--- src/hw/qpw_regs.vh ---
// Constants for the quad potentiometer wiper register bank
`ifndef QPW_REGS_VH
`define QPW_REGS_VH

// ----------------------------------------------------------------
// Bus address
// ----------------------------------------------------------------
// Type value whose bits 2:0 form the upper three bits of the slave address (arbitrary value)
`define QPW_DEV_TYPE 4'h5

// ----------------------------------------------------------------
// Register geometry
// ----------------------------------------------------------------
`define QPW_CODE_W 6
`define QPW_POTS 4
`define QPW_SLOTS 4
`define QPW_TAPS 64
`define QPW_RECALL_SLOT 2'h0
`define QPW_SAVED_RESET 6'h20
`define QPW_BYTE_BITS 4'h8

// ----------------------------------------------------------------
// Command byte fields and operations
// ----------------------------------------------------------------
`define QPW_CMD_OP_HI 7
`define QPW_CMD_OP_LO 6
`define QPW_CMD_POT_HI 5
`define QPW_CMD_POT_LO 4
`define QPW_CMD_SLOT_HI 3
`define QPW_CMD_SLOT_LO 2
`define QPW_OP_WIPER 2'h0
`define QPW_OP_SAVED 2'h1
`define QPW_OP_RECALL 2'h2
`define QPW_OP_STORE 2'h3

`endif

--- src/hw/qpw_sync.v ---
// Two-stage synchroniser with edge detection on the settled copy
`default_nettype none

module qpw_sync #(
    parameter WIDTH = 6
) (
    input wire i_clk,
    input wire i_nrst,
    input wire [WIDTH-1:0] i_async,
    output reg [WIDTH-1:0] o_level,
    output wire [WIDTH-1:0] o_rise,
    output wire [WIDTH-1:0] o_fall
);

    reg [WIDTH-1:0] meta_reg;
    reg [WIDTH-1:0] prev_reg;

    // ----------------------------------------------------------------
    // Capture chain
    // ----------------------------------------------------------------
    always @(posedge i_clk or negedge i_nrst) begin
        if (!i_nrst) begin
            meta_reg <= {WIDTH{1'b1}};
            o_level <= {WIDTH{1'b1}};
            prev_reg <= {WIDTH{1'b1}};
        end else begin
            meta_reg <= i_async;
            o_level <= meta_reg;
            prev_reg <= o_level;
        end
    end

    assign o_rise = o_level & ~prev_reg;
    assign o_fall = ~o_level & prev_reg;

endmodule // qpw_sync

`default_nettype wire

--- src/hw/qpw_tap_decode.v ---
// Registered one-hot tap switch decode for every potentiometer
`default_nettype none
`include "qpw_regs.vh"

module qpw_tap_decode #(
    parameter POTS = 4,
    parameter CODE_W = 6,
    parameter TAPS = 64
) (
    input wire i_clk,
    input wire i_nrst,
    input wire [POTS*CODE_W-1:0] i_codes,
    output reg [POTS*TAPS-1:0] o_taps
);

    function [TAPS-1:0] one_hot;
        input [CODE_W-1:0] code;
        begin
            one_hot = {{(TAPS-1){1'b0}}, 1'b1} << code;
        end
    endfunction

    // ----------------------------------------------------------------
    // One switch closed per potentiometer
    // ----------------------------------------------------------------
    genvar p;
    generate
        for (p = 0; p < POTS; p = p + 1) begin : g_pot
            always @(posedge i_clk or negedge i_nrst) begin
                if (!i_nrst) begin
                    o_taps[p*TAPS +: TAPS] <= {{(TAPS-1){1'b0}}, 1'b1};
                end else begin
                    o_taps[p*TAPS +: TAPS] <= one_hot(i_codes[p*CODE_W +: CODE_W]);
                end
            end
        end
    endgenerate

endmodule // qpw_tap_decode

`default_nettype wire

--- src/hw/qpw_top.v ---
// Quad potentiometer wiper registers behind a two-wire serial slave
// Behaviour
// - Separate 6-bit wiper register per potentiometer
// - Four 6-bit saved settings per wiper
// - Power-up copies slot zero into each wiper
// - 64 taps, each code selects one
// - Register writes only through serial bus transactions
// - All transfers timed on master serial clock
// - Data line open drain: pull low or release
// - Four address pins, bit0 least significant
// - Respond only when slave address matches pins
// - Exactly one tap connected per wiper
// - Read, write, and copy between wiper, saved
`default_nettype none
`include "qpw_regs.vh"

module qpw_top #(
    parameter [3:0] DEV_TYPE = `QPW_DEV_TYPE,
    parameter [5:0] SAVED_RESET = `QPW_SAVED_RESET
) (
    input wire i_clk,
    input wire i_nrst,
    input wire i_scl,
    input wire i_sda_i,
    output reg o_sda_o,
    output reg o_sda_oe,
    input wire i_addr_pin_bit0,
    input wire i_addr_pin_bit1,
    input wire i_addr_pin_bit2,
    input wire i_addr_pin_bit3,
    output reg [23:0] o_wiper_tap_select,
    output wire [255:0] o_tap_switch,
    output reg o_busy
);

    // ----------------------------------------------------------------
    // States
    // ----------------------------------------------------------------
    localparam [3:0] ST_IDLE = 4'h0;
    localparam [3:0] ST_ADDR = 4'h1;
    localparam [3:0] ST_AACK = 4'h2;
    localparam [3:0] ST_CMD = 4'h3;
    localparam [3:0] ST_CACK = 4'h4;
    localparam [3:0] ST_DATA = 4'h5;
    localparam [3:0] ST_DACK = 4'h6;
    localparam [3:0] ST_READ = 4'h7;
    localparam [3:0] ST_RACK = 4'h8;
    localparam [3:0] ST_IGNORE = 4'h9;

    // Bits in one byte on the bus
    localparam [3:0] BYTE_BITS = `QPW_BYTE_BITS;

    // ----------------------------------------------------------------
    // Decode helpers
    // ----------------------------------------------------------------
    // Flat index of one saved setting
    function [3:0] slot_index;
        input [1:0] pot;
        input [1:0] slot;
        begin
            slot_index = {pot, slot};
        end
    endfunction

    // Addressed transaction in progress
    function in_frame;
        input [3:0] st;
        begin
            in_frame = (st != ST_IDLE) && (st != ST_IGNORE);
        end
    endfunction

    // ----------------------------------------------------------------
    // Pin synchronisers
    // ----------------------------------------------------------------
    wire [5:0] pin_level;
    wire [5:0] pin_rise;
    wire [5:0] pin_fall;

    qpw_sync #(
        .WIDTH(6)
    ) u_sync (
        .i_clk(i_clk),
        .i_nrst(i_nrst),
        .i_async({i_addr_pin_bit3, i_addr_pin_bit2, i_addr_pin_bit1, i_addr_pin_bit0,
                  i_sda_i, i_scl}),
        .o_level(pin_level),
        .o_rise(pin_rise),
        .o_fall(pin_fall)
    );

    wire scl_high = pin_level[0];
    wire sda_in = pin_level[1];
    wire scl_rise = pin_rise[0];
    wire scl_fall = pin_fall[0];
    wire [3:0] addr_pins = pin_level[5:2];
    wire bus_start = scl_high & pin_fall[1];
    wire bus_stop = scl_high & pin_rise[1];

    // ----------------------------------------------------------------
    // Storage
    // ----------------------------------------------------------------
    reg [5:0] wiper_mem [0:3];
    reg [5:0] saved_mem [0:15];
    reg recall_pend_reg;

    // ----------------------------------------------------------------
    // Transaction state
    // ----------------------------------------------------------------
    reg [3:0] st_reg;
    reg [3:0] bits_reg;
    reg [7:0] shift_reg;
    reg [7:0] cmd_reg;
    reg rw_reg;
    reg mack_reg;

    wire [1:0] cmd_op = cmd_reg[`QPW_CMD_OP_HI:`QPW_CMD_OP_LO];
    wire [1:0] cmd_pot = cmd_reg[`QPW_CMD_POT_HI:`QPW_CMD_POT_LO];
    wire [1:0] cmd_slot = cmd_reg[`QPW_CMD_SLOT_HI:`QPW_CMD_SLOT_LO];
    wire [1:0] new_op = shift_reg[`QPW_CMD_OP_HI:`QPW_CMD_OP_LO];
    wire [1:0] new_pot = shift_reg[`QPW_CMD_POT_HI:`QPW_CMD_POT_LO];
    wire [1:0] new_slot = shift_reg[`QPW_CMD_SLOT_HI:`QPW_CMD_SLOT_LO];

    // Slave address is the low three type bits over the pin levels
    wire addr_match = (shift_reg[7:1] == {DEV_TYPE[2:0], addr_pins});

    // Saved slot named by the held and by the fresh command
    wire [3:0] cmd_index = slot_index(cmd_pot, cmd_slot);
    wire [3:0] new_index = slot_index(new_pot, new_slot);

    // Value returned on a read
    wire [5:0] rd_value = (cmd_op == `QPW_OP_SAVED) ? saved_mem[cmd_index]
                                                    : wiper_mem[cmd_pot];

    integer i;

    // ----------------------------------------------------------------
    // Serial slave and register updates
    // ----------------------------------------------------------------
    always @(posedge i_clk or negedge i_nrst) begin
        if (!i_nrst) begin
            st_reg <= ST_IDLE;
            bits_reg <= 4'h0;
            shift_reg <= 8'h00;
            cmd_reg <= 8'h00;
            rw_reg <= 1'b0;
            mack_reg <= 1'b0;
            o_sda_o <= 1'b0;
            o_sda_oe <= 1'b0;
            recall_pend_reg <= 1'b1;
            for (i = 0; i < 4; i = i + 1) begin
                wiper_mem[i] <= 6'h00;
            end
            for (i = 0; i < 16; i = i + 1) begin
                saved_mem[i] <= SAVED_RESET;
            end
        end else begin
            o_sda_o <= 1'b0;
            if (recall_pend_reg) begin
                // First cycle out of reset loads every wiper
                recall_pend_reg <= 1'b0;
                for (i = 0; i < 4; i = i + 1) begin
                    wiper_mem[i] <= saved_mem[slot_index(i[1:0], `QPW_RECALL_SLOT)];
                end
            end else if (bus_start) begin
                st_reg <= ST_ADDR;
                bits_reg <= 4'h0;
                o_sda_oe <= 1'b0;
            end else if (bus_stop) begin
                st_reg <= ST_IDLE;
                o_sda_oe <= 1'b0;
            end else if (scl_rise) begin
                case (st_reg)
                    ST_ADDR, ST_CMD, ST_DATA: begin
                        shift_reg <= {shift_reg[6:0], sda_in};
                        bits_reg <= bits_reg + 4'h1;
                    end
                    ST_READ: begin
                        bits_reg <= bits_reg + 4'h1;
                    end
                    ST_RACK: begin
                        mack_reg <= ~sda_in;
                    end
                    default: begin
                        bits_reg <= bits_reg;
                    end
                endcase
            end else if (scl_fall) begin
                case (st_reg)
                    ST_ADDR: begin
                        if (bits_reg == BYTE_BITS) begin
                            if (addr_match) begin
                                rw_reg <= shift_reg[0];
                                o_sda_oe <= 1'b1;
                                st_reg <= ST_AACK;
                            end else begin
                                st_reg <= ST_IGNORE;
                            end
                        end
                    end
                    ST_AACK: begin
                        bits_reg <= 4'h0;
                        if (rw_reg) begin
                            shift_reg <= {2'b00, rd_value};
                            o_sda_oe <= 1'b1;
                            st_reg <= ST_READ;
                        end else begin
                            o_sda_oe <= 1'b0;
                            st_reg <= ST_CMD;
                        end
                    end
                    ST_CMD: begin
                        if (bits_reg == BYTE_BITS) begin
                            cmd_reg <= shift_reg;
                            o_sda_oe <= 1'b1;
                            st_reg <= ST_CACK;
                            if (new_op == `QPW_OP_RECALL) begin
                                wiper_mem[new_pot] <= saved_mem[new_index];
                            end else if (new_op == `QPW_OP_STORE) begin
                                saved_mem[new_index] <= wiper_mem[new_pot];
                            end
                        end
                    end
                    ST_CACK, ST_DACK: begin
                        o_sda_oe <= 1'b0;
                        bits_reg <= 4'h0;
                        st_reg <= ST_DATA;
                    end
                    ST_DATA: begin
                        if (bits_reg == BYTE_BITS) begin
                            o_sda_oe <= 1'b1;
                            st_reg <= ST_DACK;
                            if (cmd_op == `QPW_OP_SAVED) begin
                                saved_mem[cmd_index] <= shift_reg[5:0];
                            end else if (cmd_op == `QPW_OP_WIPER) begin
                                wiper_mem[cmd_pot] <= shift_reg[5:0];
                            end
                        end
                    end
                    ST_READ: begin
                        if (bits_reg == BYTE_BITS) begin
                            o_sda_oe <= 1'b0;
                            st_reg <= ST_RACK;
                        end else begin
                            shift_reg <= {shift_reg[6:0], 1'b0};
                            o_sda_oe <= ~shift_reg[6];
                        end
                    end
                    ST_RACK: begin
                        bits_reg <= 4'h0;
                        if (mack_reg) begin
                            shift_reg <= {2'b00, rd_value};
                            o_sda_oe <= 1'b1;
                            st_reg <= ST_READ;
                        end else begin
                            st_reg <= ST_IGNORE;
                        end
                    end
                    default: begin
                        o_sda_oe <= 1'b0;
                    end
                endcase
            end
        end
    end

    // ----------------------------------------------------------------
    // Output copies of the wiper registers
    // ----------------------------------------------------------------
    always @(posedge i_clk or negedge i_nrst) begin
        if (!i_nrst) begin
            o_wiper_tap_select <= 24'h000000;
        end else begin
            o_wiper_tap_select <= {wiper_mem[3], wiper_mem[2], wiper_mem[1], wiper_mem[0]};
        end
    end

    // ----------------------------------------------------------------
    // Transaction status
    // ----------------------------------------------------------------
    // Drops on stop and on a foreign address
    always @(posedge i_clk or negedge i_nrst) begin
        if (!i_nrst) begin
            o_busy <= 1'b0;
        end else begin
            o_busy <= in_frame(st_reg);
        end
    end

    qpw_tap_decode #(
        .POTS(4),
        .CODE_W(6),
        .TAPS(64)
    ) u_taps (
        .i_clk(i_clk),
        .i_nrst(i_nrst),
        .i_codes(o_wiper_tap_select),
        .o_taps(o_tap_switch)
    );

endmodule // qpw_top

`default_nettype wire

--- config.mk ---
export PLATFORM = sky130hd
export DESIGN_NAME = qpw_top
export DESIGN_NICKNAME = d
export VERILOG_FILES = /design/src/hw/qpw_sync.v /design/src/hw/qpw_tap_decode.v /design/src/hw/qpw_top.v
export VERILOG_INCLUDE_DIRS = /design/src /design/src/hw
export SDC_FILE = /design/constraint.sdc
export NUM_CORES = 1
export LEC_CHECK = 0
export ABC_AREA = 1
export BUFFER_PORTS_ARGS = -buffer_cell sky130_fd_sc_hd__buf_2
export CAP_MARGIN = 20
export CORE_MARGIN = 4
export CORE_UTILIZATION = 52
export DETAILED_ROUTE_END_ITERATION = 6
export PLACE_DENSITY_LB_ADDON = 0.1
export SETUP_SLACK_MARGIN = 0.3
export SYNTH_ARGS = -nofsm -noshare
export SYNTH_HDL_FRONTEND = slang
export SYNTH_SLANG_ARGS = --single-unit
export TNS_END_PERCENT = 5
--- constraint.sdc ---
create_clock -name i_clk -period 1.95 [get_ports i_clk]
set_input_delay 0.195 -clock i_clk [delete_from_list [all_inputs] [get_ports i_clk]]
set_output_delay 0.195 -clock i_clk [all_outputs]
set_load 0.005 [all_outputs]
==> metrics.yaml <==
status:
  violations: "setup timing"
  status: "finished with violations"
synthesis:
  synthCells: 2642
  synth_cell_types: 32
  synth-seq-cells: 441
  synth_warnings: 0
  synth.yosys.seq_area_share: 0.543
  syn-cell-area_sq_um: 20400
  synth.avg_cell_area_sq_um: 7.72
setup_path:
  cpPeakStageDelay_ns: 0.44
  cp_data_required_time_ns: 2.43
  path_max_fanout: 6
  ff2ff_setup_slack_ns: -0.05
  worstSetupEndpointType: "flop"
  critPathArrivalTime_ns: 2.48
  worstPathCellList: "buf_4 > nand2_4 > nor2_4 > buf_12 > nor2_2 > buf_6 > inv_4 > buf_4 > nor2_4 > nor2_4 > buf_4 > nor2_2 > nand2_1 > nand2_1 > inv_1"
  worstSetupPathType: "flop to flop"
  crit_path_start_kind: "flop"
  cpMaxStageDelayCell: "dfrtp_2"
clock_tree:
  cts_sinks: 441
  clkTransAtPathRegs_ns: 0.06
  clockBufferDepth: 3
  clock-root-buffer: "clkbuf_16"
  cts_tree: "yes"
  htreeDepth: 2
  cts_inserted_buffers: 46
  clock_latency_ns: 0.59
floorplan:
  initial_core_util: 0.527
  die_h_microns: 206
  pin_count: 291
  rows: 72
  fp.coreArea_sq_um: 38700
  die-area_sq_um: 42500
  fp.dieW_microns: 206
routing:
  drc: 0
  vias: 20200
  final_antenna_net_count: 0
  drt-wirelength-per-cell_microns: 20.0
  drtPass1Iterations: 6
  drtIter0Drc: 1952
  viasPerCell: 5.49
  wl_microns: 73900
sta:
  whs_ns: 0.115
  rsz0062_at_grt: "true"
  worst_slack_ns: -0.0524
  fin_crit_ns: 2.00
  slew_violations: 0
  fin_skew_ns: 0.0140
  min_period_over_period: 1.03
  slew_headroom: 0.533
  hold_violations: 0
  timing.fmax_ghz: 0.499
  worst_slew_pin_slew_ns: 0.697
  setup_viol: 4
worst_hold_path:
  hp-class: "input port to asynchronous set/reset pin"
finish:
  final_cell_mix: "nand2_1 (758), nor2_1 (440), dfrtp_1 (398), buf_2 (288), inv_1 (233)"
  layout-drive-gt1-share: 0.275
  nNetsFinal: 3143
  regMostFlops: "u_taps.o_taps"
  largest_reg_flops: 256
  antennaDiodeCount: 0
  reg_top3: "u_taps.o_taps x256, saved_mem x96"
  mostFrequentLayoutCell: "nand2_1"
  fillers: 3173
  final_cell_area_sq_um: 27100
  area_delta_synth_final_pct: 32.6
global_routing:
  antenna_found_initial: 0
  grt_pass1_wl_microns: 110000
  gr-total-overflow: 0
  track_usage: 0.339
  grt_max_degree: 79
  grt_pass1_vias: 19100
job:
  maxCapViolCount: 0
place:
  globalplace.congestion: 1.02
  io_buffers: 289
  placed_area_sq_um: 24100
  dp_hpwl_microns: 52400
pwr:
  leakage_nw: 14.6
  p_per_area_nw_per_um2: 913
  power.total_w: 0.0247
  vdd_ir_drop_max_mv: 0.772
==> cell families (layout without fill, tap and decap cells) <==
logic type	count (synthesis)	after routing	synth area share
and+or+nand+nor	1574	1575	0.318
DFF	441	441	0.543
buffers and inverters	398	923	0.0752
AOI/OAI and AO/OA	220	220	0.0594
adders and majority gates	4	4	0.00245
xor gates and xnor gates	4	4	0.00172
other	1	2	0.000184
==> per-stage QoR <==
stage	util	cells	TNS, ns	setup slack, ns
after global routing	0.699	3687	-3.45	-0.110
after floorplan	-	2643	0	0.129
after detailed placement	0.623	3562	-18.38	-0.310
after CTS	0.677	3668	0	0.0103
final	0.699	3687	-0.109	-0.0524
after global placement	0.623	3562	-16.33	-0.256
==> synthesized netlist by cell type, drive strengths merged <==
cell type	count	area, sq um
o21ai	74	370
a31oi	2	12.5
nand2	815	3080
xor2	4	35.0
nand3	108	541
buf	26	138
o22ai	14	87.6
nand3b	3	22.5
a21boi	1	11.3
conb	1	3.75
nand4	98	613
a21oi	96	480
clkinv	6	22.5
a22oi	26	195
o21bai	6	45.0
dfrtp	406	10200
ha	4	50.1
inv	275	1030
clkbuf	91	342
dfstp	35	920
nor3	52	270
o22a	1	8.76
nor2	498	1970
==> final timing paths <==
check	from	endpoint	cells past startpoint
max	st_reg[0]	saved_mem[39]	15
min	i_nrst	wiper_mem[4]	2
max reg2reg	st_reg[0]	saved_mem[39]	15
min reg2reg	u_sync.meta_reg[4]	u_sync.o_level[4]	0
max in group asynchronous	i_nrst	u_sync.prev_reg[0]	3
min in group i_clk	i_addr_pin_bit3	u_sync.meta_reg[5]	2
==> critical path: cells and delay by family (launching register included) <==
family	cells	cell delay, ns
AND/OR/NAND/NOR	8	0.68
flip-flops	1	0.44
buffers and inverters	7	0.78
==> area by class of cell <==
| cell class | count | area (sq um) | area share |
|---|---|---|---|
| multi-input cells | 1805 | 8590 | 0.317 |
| repair buffers | 556 | 3980 | 0.147 |
| clock buffers | 56 | 1230 | 0.0454 |
| well taps | 518 | 648 | 0.0239 |
| clock inverters | 30 | 443 | 0.0164 |
| flip-flops and latches | 441 | 11100 | 0.410 |
| inverters | 281 | 1090 | 0.0401 |
==> timing repair <==
action                     CTS  global route
setup buffers               12            16
hold buffers                 7             0
setup endpoints to repair  148           171
hold endpoints to repair   412             0
pin swaps                   14            54
cloned                       1             3
gates resized for setup     67           165
==> report_power, final <==
group | internal, W | total (W) | switching [W]
clock | 0.00575 | 0.00959 | 0.00384
sequential | 0.00936 | 0.00960 | 0.000244
combinational | 0.00201 | 0.00553 | 0.00352
==> metal layers <==
layer | routed length, microns | global-route usage
met1 | 28900 | 0.458
met2 | 34500 | 0.542
met3 | 7080 | 0.0667
met4 | 3360 | 0.140
met5 | 0 | 0
(Power assumes the default switching activity.)
